--- src/logic/data_move_defs.svh ---
// Purpose: constants for the data transfer instruction decoder
// Assumes: 32-bit operand and address size for immediates and displacements
// Notes:   clock counts are processor clocks before wait states
`ifndef DATA_MOVE_DEFS_SVH
`define DATA_MOVE_DEFS_SVH

// ============================================================
// widths and field positions
`define CNT_W            5
`define TRAIL_W          3
`define W_BIT            0
`define SHORT_W_BIT      3
`define S_BIT            1

// ============================================================
// opcode patterns (upper seven bits unless marked)
`define OPC_COPY_TO_RM   7'h44
`define OPC_COPY_FROM_RM 7'h45
`define OPC_LOAD_ACC     7'h50
`define OPC_STORE_ACC    7'h51
`define OPC_SWAP_RM      7'h43
`define OPC_SEG_LOAD     8'h8e
`define OPC_SEG_STORE    8'h8c
`define OPC_EA_LOAD      8'h8d
`define OPC_ESCAPE       8'h0f
`define OPC_SHORT_IMM    4'hb
`define OPC_SWAP_ACC     5'h12
`define OPC_PUSH_IMM_HI  6'h1a
`define OPC_SIGN_EXT     7'h5f
`define OPC_ZERO_EXT     7'h5b

// ============================================================
// base clock counts
`define CLK_TWO          5'h02
`define CLK_THREE        5'h03
`define CLK_FOUR         5'h04
`define CLK_FIVE         5'h05
`define CLK_SIX          5'h06
`define CLK_SEVEN        5'h07
`define CLK_SEG_PROT_REG 5'h12
`define CLK_SEG_PROT_MEM 5'h13
`define CLK_POP_SEG_PROT 5'h15

// ============================================================
// reset values
`define RST_COUNT        5'h00
`define RST_TRAIL        3'h0
`endif

--- src/logic/data_move_pkg.sv ---
// Purpose: types shared by the data transfer decoder
// Assumes: nothing beyond the constants header
// Notes:   op_kind_t order carries no encoding meaning
package data_move_pkg;

    // ============================================================
    // operation kinds
    typedef enum logic [3:0] {
        K_NONE,
        K_COPY_TO_RM,
        K_COPY_FROM_RM,
        K_COPY_IMM_REG,
        K_LOAD_ACC,
        K_STORE_ACC,
        K_SEG_LOAD,
        K_SEG_STORE,
        K_COPY_SIGN_EXT,
        K_COPY_ZERO_EXT,
        K_PUSH_IMM,
        K_PUSH_SEG,
        K_POP_SEG,
        K_SWAP_RM,
        K_SWAP_ACC,
        K_EA_LOAD
    } op_kind_t;

    // ============================================================
    // decoder states
    typedef enum logic [2:0] {
        S_OPCODE,
        S_ESCAPE,
        S_MODRM,
        S_SIB,
        S_TRAIL,
        S_EXEC
    } state_t;

endpackage : data_move_pkg

--- src/logic/data_move_instruction_decode.sv ---
// Purpose: decode data transfer instructions and time their execution
// Assumes: bytes arrive in order from the prefetch queue on clk_sys
// Notes:   32-bit address size only; two-register addresses need a sib byte
`timescale 1ns/1ns
`include "data_move_defs.svh"

module data_move_instruction_decode
    import data_move_pkg::*;
(
    input  wire logic               clk_sys,       // processor clock
    input  wire logic               reset_n,       // async reset, low
    input  wire logic [7:0]         opcodeByte,    // next instruction byte
    input  wire logic               byteValid,     // byte present
    output logic                    byteReady,     // byte accepted when valid
    input  wire logic               protectedMode, // protected timing
    input  wire logic               dataWait,      // wait state on data access
    output logic                    opValid,       // decode complete pulse
    output op_kind_t                opKind,        // decoded operation
    output logic                    fullWidth,     // width bit
    output logic [1:0]              modField,      // addressing mode
    output logic [2:0]              regField,      // register field
    output logic [2:0]              rmField,       // r/m field
    output logic [2:0]              segField,      // segment register
    output logic                    memOperand,    // operand in memory
    output logic                    twoRegEa,      // two register address
    output logic [`CNT_W-1:0]       clockCount,    // base clocks incl. address
    output logic                    execBusy,      // execution running
    output logic                    execDone,      // execution over pulse
    output logic                    unknownOp      // byte not in this group
);

    // ============================================================
    // helper functions
    function automatic logic hasModrm(input op_kind_t k);
        hasModrm = (k == K_COPY_TO_RM) || (k == K_COPY_FROM_RM) ||
                   (k == K_SEG_LOAD) || (k == K_SEG_STORE) ||
                   (k == K_SWAP_RM) || (k == K_EA_LOAD) ||
                   (k == K_COPY_SIGN_EXT) || (k == K_COPY_ZERO_EXT);
    endfunction : hasModrm

    function automatic logic [`TRAIL_W-1:0] dispBytes(input logic [1:0] m,
                                                      input logic [2:0] b);
        dispBytes = (m == 2'h1) ? 3'h1 :
                    (m == 2'h2) ? 3'h4 :
                    (m == 2'h0 && b == 3'h5) ? 3'h4 : 3'h0;
    endfunction : dispBytes

    function automatic logic [`CNT_W-1:0] baseClocks(input op_kind_t k,
                                                     input logic mem,
                                                     input logic prot);
        unique case (k)
            K_COPY_FROM_RM:  baseClocks = mem ? `CLK_FOUR : `CLK_TWO;
            K_LOAD_ACC:      baseClocks = `CLK_FOUR;
            K_SEG_LOAD:      baseClocks = prot ? (mem ? `CLK_SEG_PROT_MEM : `CLK_SEG_PROT_REG)
                                               : (mem ? `CLK_FIVE : `CLK_TWO);
            K_COPY_SIGN_EXT: baseClocks = mem ? `CLK_SIX : `CLK_THREE;
            K_COPY_ZERO_EXT: baseClocks = mem ? `CLK_SIX : `CLK_THREE;
            K_POP_SEG:       baseClocks = prot ? `CLK_POP_SEG_PROT : `CLK_SEVEN;
            K_SWAP_RM:       baseClocks = mem ? `CLK_FIVE : `CLK_THREE;
            K_SWAP_ACC:      baseClocks = `CLK_THREE;
            // copy to r/m, immediates, store, pushes, segment store, ea load
            default:         baseClocks = `CLK_TWO;
        endcase
    endfunction : baseClocks

    // ============================================================
    // state
    state_t                 state, next_state;
    logic [`TRAIL_W-1:0]    trail, next_trail;
    logic [`CNT_W-1:0]      remaining;
    logic                   fire, badOp;

    wire take = byteValid && byteReady;

    // ============================================================
    // first byte decode
    wire [6:0] hi7 = opcodeByte[7:1];
    wire isEscape  = opcodeByte == `OPC_ESCAPE;
    wire isPushSeg = opcodeByte[7:5] == 3'h0 && opcodeByte[2:0] == 3'h6;
    wire isPopSeg  = opcodeByte[7:5] == 3'h0 && opcodeByte[2:0] == 3'h7 &&
                     opcodeByte[4:3] != 2'h1;
    wire isShortImm = opcodeByte[7:4] == `OPC_SHORT_IMM;
    wire isPushImm  = opcodeByte[7:2] == `OPC_PUSH_IMM_HI && !opcodeByte[0];
    wire isSwapAcc  = opcodeByte[7:3] == `OPC_SWAP_ACC;

    wire op_kind_t k1 =
        (hi7 == `OPC_COPY_TO_RM)       ? K_COPY_TO_RM   :
        (hi7 == `OPC_COPY_FROM_RM)     ? K_COPY_FROM_RM :
        isShortImm                     ? K_COPY_IMM_REG :
        (hi7 == `OPC_LOAD_ACC)         ? K_LOAD_ACC     :
        (hi7 == `OPC_STORE_ACC)        ? K_STORE_ACC    :
        (opcodeByte == `OPC_SEG_LOAD)  ? K_SEG_LOAD     :
        (opcodeByte == `OPC_SEG_STORE) ? K_SEG_STORE    :
        isPushImm                      ? K_PUSH_IMM     :
        isPushSeg                      ? K_PUSH_SEG     :
        isPopSeg                       ? K_POP_SEG      :
        (hi7 == `OPC_SWAP_RM)          ? K_SWAP_RM      :
        isSwapAcc                      ? K_SWAP_ACC     :
        (opcodeByte == `OPC_EA_LOAD)   ? K_EA_LOAD      : K_NONE;

    // immediate or displacement bytes that follow a first byte directly
    wire [`TRAIL_W-1:0] trail1 =
        (k1 == K_COPY_IMM_REG) ? (opcodeByte[`SHORT_W_BIT] ? 3'h4 : 3'h1) :
        (k1 == K_LOAD_ACC || k1 == K_STORE_ACC) ? 3'h4 :
        (k1 == K_PUSH_IMM) ? (opcodeByte[`S_BIT] ? 3'h1 : 3'h4) : 3'h0;

    // ============================================================
    // escaped second byte decode
    wire isPushSeg2 = opcodeByte[7:6] == 2'h2 && opcodeByte[2:0] == 3'h0;
    wire isPopSeg2  = opcodeByte[7:6] == 2'h2 && opcodeByte[2:0] == 3'h1;
    wire op_kind_t k2 =
        (hi7 == `OPC_SIGN_EXT) ? K_COPY_SIGN_EXT :
        (hi7 == `OPC_ZERO_EXT) ? K_COPY_ZERO_EXT :
        isPopSeg2              ? K_POP_SEG       :
        isPushSeg2             ? K_PUSH_SEG      : K_NONE;

    // ============================================================
    // mod-reg-r/m and sib fields
    wire [1:0] bMod = opcodeByte[7:6];
    wire [2:0] bReg = opcodeByte[5:3];
    wire [2:0] bRm  = opcodeByte[2:0];
    wire needSib = bMod != 2'h3 && bRm == 3'h4;
    wire [`TRAIL_W-1:0] dispM = dispBytes(bMod, bRm);
    wire [`TRAIL_W-1:0] dispS = dispBytes(modField, bRm);
    // index 100 means none; mod 00 with base 101 drops the base register
    wire sibTwo = bReg != 3'h4 && !(modField == 2'h0 && bRm == 3'h5);

    // ============================================================
    // next state
    always_comb
    begin
        next_state = state;
        next_trail = trail;
        fire       = 1'b0;
        badOp      = 1'b0;
        unique case (state)
            S_OPCODE:
                if (take)
                begin
                    next_trail = trail1;
                    if (isEscape)
                        next_state = S_ESCAPE;
                    else if (k1 == K_NONE)
                        badOp = 1'b1;
                    else if (hasModrm(k1))
                        next_state = S_MODRM;
                    else if (trail1 != 3'h0)
                        next_state = S_TRAIL;
                    else
                        fire = 1'b1;
                end
            S_ESCAPE:
                if (take)
                begin
                    if (k2 == K_NONE)
                    begin
                        badOp      = 1'b1;
                        next_state = S_OPCODE;
                    end
                    else if (hasModrm(k2))
                        next_state = S_MODRM;
                    else
                        fire = 1'b1;
                end
            S_MODRM:
                if (take)
                begin
                    next_trail = dispM;
                    if (needSib)
                        next_state = S_SIB;
                    else if (dispM != 3'h0)
                        next_state = S_TRAIL;
                    else
                        fire = 1'b1;
                end
            S_SIB:
                if (take)
                begin
                    next_trail = dispS;
                    if (dispS != 3'h0)
                        next_state = S_TRAIL;
                    else
                        fire = 1'b1;
                end
            S_TRAIL:
                if (take)
                begin
                    next_trail = trail - 3'h1;
                    if (trail == 3'h1)
                        fire = 1'b1;
                end
            S_EXEC:
                if (!dataWait && remaining == 5'h01)
                    next_state = S_OPCODE;
        endcase
        if (fire)
            next_state = S_EXEC;
    end

    // ============================================================
    // field capture
    wire atOpc = state == S_OPCODE && take;
    wire atEsc = state == S_ESCAPE && take;
    wire atMod = state == S_MODRM && take;
    wire atSib = state == S_SIB && take;

    wire op_kind_t next_kind = atOpc ? k1 : atEsc ? k2 : opKind;
    wire next_mem = atOpc ? (k1 == K_LOAD_ACC || k1 == K_STORE_ACC) :
                    atMod ? (bMod != 2'h3) : memOperand;
    wire next_two = atOpc ? 1'b0 : atSib ? sibTwo : twoRegEa;
    wire [`CNT_W-1:0] next_count = baseClocks(next_kind, next_mem, protectedMode) +
                                   {{(`CNT_W-1){1'b0}}, next_two};
    // width bit: clear is byte, set is full; forms without one are full
    wire next_width = atOpc ? (isShortImm ? opcodeByte[`SHORT_W_BIT] :
                               (hasModrm(k1) && k1 != K_SEG_LOAD && k1 != K_SEG_STORE &&
                                k1 != K_EA_LOAD) || k1 == K_LOAD_ACC ||
                               k1 == K_STORE_ACC ? opcodeByte[`W_BIT] : 1'b1) :
                      atEsc ? (hasModrm(k2) ? opcodeByte[`W_BIT] : 1'b1) :
                      fullWidth;
    wire [2:0] next_seg = atOpc ? {1'b0, opcodeByte[4:3]} :
                          atEsc ? bReg :
                          (atMod && (opKind == K_SEG_LOAD || opKind == K_SEG_STORE))
                              ? bReg : segField;
    wire [2:0] next_reg = atOpc ? ((isShortImm || isSwapAcc) ? bRm : 3'h0) :
                          atMod ? bReg : regField;

    // ============================================================
    // registers
    always_ff @(posedge clk_sys or negedge reset_n)
    begin
        if (!reset_n)
        begin
            state      <= S_OPCODE;
            trail      <= `RST_TRAIL;
            remaining  <= `RST_COUNT;
            clockCount <= `RST_COUNT;
            byteReady  <= 1'b1;
            opValid    <= 1'b0;
            opKind     <= K_NONE;
            fullWidth  <= 1'b0;
            modField   <= 2'h0;
            regField   <= 3'h0;
            rmField    <= 3'h0;
            segField   <= 3'h0;
            memOperand <= 1'b0;
            twoRegEa   <= 1'b0;
            execBusy   <= 1'b0;
            execDone   <= 1'b0;
            unknownOp  <= 1'b0;
        end
        else
        begin
            state      <= next_state;
            trail      <= next_trail;
            byteReady  <= next_state != S_EXEC;
            execBusy   <= next_state == S_EXEC;
            opValid    <= fire;
            unknownOp  <= badOp;
            execDone   <= state == S_EXEC && !dataWait && remaining == 5'h01;
            opKind     <= next_kind;
            memOperand <= next_mem;
            twoRegEa   <= next_two;
            fullWidth  <= next_width;
            segField   <= next_seg;
            regField   <= next_reg;
            if (atMod)
            begin
                modField <= bMod;
                rmField  <= bRm;
            end
            if (fire)
            begin
                clockCount <= next_count;
                remaining  <= next_count;
            end
            else if (state == S_EXEC && !dataWait)
                remaining <= remaining - 5'h01;
        end
    end
endmodule : data_move_instruction_decode

--- config.mk ---
export PLATFORM = sky130hd
export DESIGN_NAME = data_move_instruction_decode
export DESIGN_NICKNAME = d
export VERILOG_FILES = /design/src/logic/data_move_pkg.sv /design/src/logic/data_move_instruction_decode.sv
export VERILOG_INCLUDE_DIRS = /design/src /design/src/logic
export SDC_FILE = /design/constraint.sdc
export NUM_CORES = 1
export LEC_CHECK = 0
export ABC_AREA = 1
export BUFFER_PORTS_ARGS = -buffer_cell sky130_fd_sc_hd__buf_2
export CAP_MARGIN = 10
export CORE_UTILIZATION = 60
export CTS_BUF_LIST = sky130_fd_sc_hd__clkbuf_2 sky130_fd_sc_hd__clkbuf_4 sky130_fd_sc_hd__clkbuf_8
export CTS_CLUSTER_SIZE = 25
export DETAILED_ROUTE_END_ITERATION = 10
export PLACE_DENSITY_LB_ADDON = 0.25
export SLEW_MARGIN = 15
export SYNTH_ARGS = -nofsm -noshare
export SYNTH_HDL_FRONTEND = slang
export SYNTH_SLANG_ARGS = --single-unit
--- constraint.sdc ---
create_clock -name clk_sys -period 3.9 [get_ports clk_sys]
set_clock_uncertainty 0.15 [all_clocks]
set_input_delay 0.195 -clock clk_sys [delete_from_list [all_inputs] [get_ports clk_sys]]
set_output_delay 0.195 -clock clk_sys [all_outputs]
set_load 0.01 [all_outputs]
==> results.json, run 1 <==
{
  "status": "finished, final reports clean",
  "rsz0062_at_grt": "no",
  "synthXorXnorAreaFrac": 0.0117,
  "crit_path_frequent_cell": "nand2_1",
  "dp_slack_ps": 887,
  "end_kind": "register",
  "start_util": 0.629,
  "rows": 25,
  "dp_hpwl_mm": 5.95,
  "clock_path_buffers": 2,
  "gp_congestion": 0.952,
  "io_pins": 41,
  "syn_area_per_cell_um2": 6.90,
  "drcViolationCount": 0,
  "drt_iter0_drc": 379,
  "slew_viol_final": 0,
  "slew_headroom": 0.388,
  "portBuffers": 40,
  "cts_root_buf": "clkbuf_8",
  "synth_fp_nets": 453,
  "synthAdderAreaFrac": 0.0251,
  "cts_buffers": 5,
  "vdd_drop_max_uv": 433,
  "nets": 495,
  "antenna_left": 0,
  "synth_seq_cells": 39,
  "max_freq_ghz": 0.328,
  "finalHoldViolations": 0,
  "synth_top_family_by_area": "simple AND/OR/NAND/NOR gates",
  "synth_simple_gate_area_frac": 0.410,
  "ys_seq_area_frac": 0.327,
  "synthFlopType": "dfrtp_1",
  "drtPass1Iterations": 5,
  "synthCells": 434,
  "period_minus_slack_ps": 3050,
  "final_layout_size_suffix_gt1_frac": 0.231,
  "slowest_delay_ps": 540,
  "die_area_um2": 5270,
  "worstPathBufferInverterCount": 1,
  "cts_sinks": 39,
  "die_y_um": 72.6,
  "clk_pin_slew_ps": 90,
  "vias": 3062,
  "multi_input_area_um2": 1760,
  "hp-class": "input port to register",
  "grt_pass1_vias": 2855,
  "path_max_fanout": 15,
  "vias_per_cell": 5.63,
  "arrival_ps": 3090,
  "slowest_stage": "dfstp_2",
  "design.core.area_um2": 4750,
  "crit_chain": "nand2_2 -> nor2_4 -> nand2_2 -> inv_2 -> nand2_1 -> nand2_2 -> nand2_1 -> o311ai_0 -> ha_1 -> ha_1 -> nand2_1 -> o21ai_1 -> nand2_1 -> o21ai_0",
  "place_area_um2": 3240,
  "syn_area_um2": 2990,
  "worst_pin_slew_ps": 918,
  "min_path_cells": 3,
  "grt_pass1_wl_mm": 13.4,
  "post_synth_num_cell_types": 44,
  "p_leak_nw": 1.76,
  "async_reset_ff_frac": 1.00,
  "cp_num_cells": 14,
  "diodes": 0,
  "finalPower_w": 0.00222,
  "p_per_area_nw_per_um2": 666,
  "synth_warnings": 0,
  "critPathTopFamily": "simple AND/OR/NAND/NOR gates",
  "grt_overflow": 0,
  "grt_max_degree": 40,
  "grt_usage": 0.327,
  "synth_edf_count": 0,
  "clk_latency_ps": 310,
  "synth-compound-area-share": 0.142,
  "drt_wl_total_mm": 7.90,
  "crit_path_start_kind": "register",
  "register_area_um2": 977,
  "finalInstanceArea_um2": 3340,
  "layout_setup_ws_ps": 848,
  "htreeDepth": 2,
  "wl_per_cell_um": 14.5,
  "worstRegToRegCells": 14,
  "fin_crit_sh": 0.782,
  "maxCapViolations": 0,
  "synth.mux.area_fraction": 0,
  "grt_antenna_before_repair": 0,
  "cts_tree": "yes",
  "fillers": 392,
  "area_growth_pct": 11.7,
  "die_w_um": 72.6,
  "finalSetupTns_ps": 0,
  "finalSetupViolCount": 0,
  "critPathKind": "register to register",
  "required_ps": 3940
}
## what timing repair did
| action | CTS | global route |
|---|---|---|
| hold buffers | 1 | 0 |
| endpoints found under the hold margin | 38 | 0 |
| gates resized for setup | 0 | 0 |
| buffers inserted | 0 | 0 |
| endpoints found under the setup margin | 0 | 0 |
## flip-flops by register name (all words and copies together) (netlist names), 3 cells and up
name / flops
state: 3
remaining: 5
rmField: 3
opKind: 4
trail: 3
segField: 3
regField: 3
clockCount: 5
## worst reg2reg max path: stages (launching register included)
cell and delay, ps:
dfstp_2 540, nand2_2 150, nor2_4 220, nand2_2 200
inv_2 260, nand2_1 110, nand2_2 100, nand2_1 100
o311ai_0 370, ha_1 240, ha_1 230, nand2_1 90
o21ai_1 60, nand2_1 50, o21ai_0 80
## synth_stat cells, types with 6 or more instances
| library cell | n | area, um^2 |
|---|---|---|
| nand2_1 | 98 | 368 |
| nor2_1 | 70 | 263 |
| inv_1 | 41 | 154 |
| dfrtp_1 | 38 | 951 |
| nand3_1 | 24 | 120 |
| o21ai_0 | 20 | 100 |
| nand2_2 | 16 | 100 |
| a21oi_1 | 15 | 75.1 |
| inv_2 | 15 | 56.3 |
| nand4_1 | 8 | 50.1 |
| o21ai_1 | 8 | 40.0 |
| nand3_2 | 7 | 70.1 |
| nor2_2 | 7 | 43.8 |
| a31oi_1 | 6 | 37.5 |
| ha_1 | 6 | 75.1 |
## cells by family after synthesis
| logic type | Yosys count |
|---|---|
| buffers and inverters | 63 |
| adder cells (fa/ha/maj) | 6 |
| AO/OA/AOI/OAI | 70 |
| AND/OR/NAND/NOR | 252 |
| flip-flops | 39 |
| XOR/XNOR | 4 |
## path summary, 6_finish.rpt
check | from | endpoint | slack (ps)
worst min-delay path | dataWait | execDone | 40
worst max-delay path | byteReady | remaining[1] | 850
max in group asynchronous | reset_n | state[0] | 2620
worst min register to register | clockCount[4] | clockCount[4] | 330
worst max register to register | byteReady | remaining[1] | 850
min in group asynchronous | reset_n | regField[2] | 400
## cell type report
cell class,instances,share of cell area
Sequential cell,39,0.292
Timing Repair Buffer,41,0.0629
Clock buffer,5,0.0206
Tap cell,67,0.0251
Clock inverter,3,0.00711
Multi-Input combinational cell,332,0.527
Inverter,57,0.0648
## report_power, final
part | internal, W | switching, W | leakage [nW] | total, W
clock | 0.000128 | 0.000166 | 0.0408 | 0.000295
sequential | 0.000587 | 0.000142 | 0.480 | 0.000729
combinational | 0.000445 | 0.000756 | 1.24 | 0.00120
total | 0.00116 | 0.00106 | 1.76 | 0.00222
## cell usage in the layout (no fill, tap or decap), drive strengths merged, types with 8 or more instances in the layout
cell type,Yosys,final
buf,5,40
o21ai,28,28
nand4,8,8
nand3,31,31
dfrtp,38,38
nand2,119,119
inv,57,58
a21oi,17,17
nor2,83,83
## stage by stage
step | hold WS (ps) | util | std cells
floorplan | -251 | - | 434
global placement | 207 | 0.681 | 535
detailed placement | 230 | 0.681 | 535
CTS | 26.3 | 0.703 | 544
global route | 45.0 | 0.703 | 544
finish | 42.6 | 0.703 | 544
## per-layer routing
layer  part of all wire  vias up  wire [um]  global-route usage
li1                   -     1500          -                   -
met1               0.45     1409       3570               0.450
met4              0.015        0        116              0.0784
met2               0.47      139       3700               0.539
met5                  0        -          0                   0
met3              0.064       14        509              0.0566
Power figures use the tool's default switching activity.
==> run 2, diff against run 1 <==
Settings changed: CORE_UTILIZATION 60 to 54.
Clock period 3.9 ns to 2.8 ns, I/O delays scaled along.
==> results.json, run 2 (synthesis results as in run 1) <==
{
  "drtPass1Iterations": 5,
  "dp_hpwl_mm": 6.64,
  "final_common_cell": "nand2_1",
  "die_w_um": 76.4,
  "vias": 3217,
  "grt_antenna_before_repair": 0,
  "grt_pass1_wl_mm": 14.2,
  "critPathKind": "register to register",
  "cts_tree": "yes",
  "period_minus_slack_ps": 2770,
  "end_kind": "register",
  "most-common-layout-cells": "nand2_1 (95), nor2_1 (70), inv_1 (40), buf_2 (40), dfrtp_1 (37)",
  "cts_buffers": 5,
  "crit_path_start_kind": "register",
  "p_per_area_nw_per_um2": 937,
  "slowest_stage": "dfrtp_1",
  "whs_ps": 41.6,
  "die_y_um": 76.4,
  "clk_pin_slew_ps": 90,
  "cts_sinks": 39,
  "fin_crit_sh": 0.989,
  "start_util": 0.571,
  "slowest_delay_ps": 430,
  "grt_overflow": 0,
  "utilization": 0.698,
  "die_area_um2": 5840,
  "portBuffers": 40,
  "area_growth_pct": 22.1,
  "antenna_left": 0,
  "reg2reg_slack_ps": 30,
  "required_ps": 2880,
  "fillers": 481,
  "htreeDepth": 2,
  "slew_viol_final": 0,
  "cts_root_buf": "clkbuf_8",
  "io_pins": 41,
  "clk_latency_ps": 300,
  "design.core.area_um2": 5240,
  "cp_num_cells": 18,
  "rows": 26,
  "reg_top3": "clockCount x5, remaining x5, opKind x4",
  "final_layout_size_suffix_gt1_frac": 0.291,
  "place_area_um2": 3390,
  "finalPower_w": 0.00343,
  "crit_path_frequent_cell": "nand2_2",
  "finalInstanceArea_um2": 3650,
  "diodes": 0,
  "maxCapViolations": 0,
  "nets": 527,
  "grt_usage": 0.308,
  "drt_wl_total_mm": 8.79,
  "gp_congestion": 0.958,
  "drcViolationCount": 0,
  "path_max_fanout": 5,
  "p_leak_nw": 1.94,
  "worst_pin_slew_ps": 895,
  "clock_path_buffers": 2,
  "worstPathBufferInverterCount": 2,
  "register_area_um2": 978,
  "grt_pass1_vias": 3050,
  "arrival_ps": 2850,
  "startpoint": "state[0]",
  "slew_headroom": 0.403,
  "finalHoldViolations": 0,
  "worstRegToRegCells": 18,
  "vias_per_cell": 5.56,
  "status": "finished, final reports clean",
  "r2r-end": "remaining[1]",
  "crit_chain": "inv_2 -> nor2_4 -> nand2_4 -> nor2_4 -> buf_12 -> nand2_2 -> o211ai_1 -> nand2_2 -> nand2_2 -> nor2_2 -> a31oi_1 -> o311ai_2 -> ha_2 -> ha_4 -> nand2_2 -> o21ai_1 -> nand2_1 -> o21ai_1",
  "crit_end": "remaining[1]",
  "dp_slack_ps": -13.3,
  "wl_per_cell_um": 15.2,
  "finalSetupViolCount": 0,
  "max_freq_ghz": 0.361,
  "reg2reg_from": "state[0]",
  "hp-class": "input port to register",
  "critPathTopFamily": "simple AND/OR/NAND/NOR gates",
  "vdd_drop_max_uv": 545,
  "grt_max_degree": 40,
  "layout_setup_ws_ps": 30.1,
  "drt_iter0_drc": 233,
  "multi_input_area_um2": 1800
}
[run 2: through the flow]
stage,TNS [ps],std cells
after floorplan,0,434
after global placement,0,558
after detailed placement,-13.3,558
after CTS,0,569
after global routing,-156,579
final,0,579
[run 2: worst min path at each step]
stage,startpoint,endpoint,cells after the start
2_1_floorplan,reset_n,clockCount[0],0
3_3_place_gp,reset_n,segField[0],1
3_5_place_dp,reset_n,segField[1],1
4_1_cts,opcodeByte[5],segField[2],3
5_1_grt,opcodeByte[5],segField[2],3
6_report,opcodeByte[5],segField[2],3
[run 2: layout make-up]
type / instances / share of cell area
Inverter: 57 / 0.0606
Clock buffer: 5 / 0.0188
Timing Repair Buffer: 73 / 0.129
Multi-Input combinational cell: 332 / 0.493
Tap cell: 70 / 0.0240
Clock inverter: 3 / 0.00685
Sequential cell: 39 / 0.268
[run 2: report_power, final]
group	internal [W]	leakage, nW	switching [W]
logic	0.000819	1.41	0.00119
clock network	0.000178	0.0443	0.000229
registers	0.000819	0.479	0.000194
total	0.00182	1.94	0.00161
[run 2: repair_timing]
action	4_1_cts	5_1_grt
gates resized for setup	1	14
hold buffers	3	0
pin swaps	0	13
buffers inserted	0	10
setup endpoints to repair	2	7
endpoints found under the hold margin	40	0
[run 2: per-layer routing]
metal	vias to the layer above	wire length (um)	share of wire	GRT usage
li1	1566	-	-	-
met1	1509	3860	0.44	0.387
met2	122	4360	0.50	0.545
met3	20	397	0.045	0.0395
met4	0	176	0.020	0.100
met5	-	0	0	0
[run 2: worst register-to-register path, stage by stage (launching register included)]
cell and delay, ps:
dfrtp_1 430, inv_2 80, nor2_4 160, nand2_4 80
nor2_4 160, buf_12 130, nand2_2 50, o211ai_1 120
nand2_2 110, nand2_2 90, nor2_2 50, a31oi_1 200
o311ai_2 160, ha_2 220, ha_4 270, nand2_2 50
o21ai_1 70, nand2_1 60, o21ai_1 70
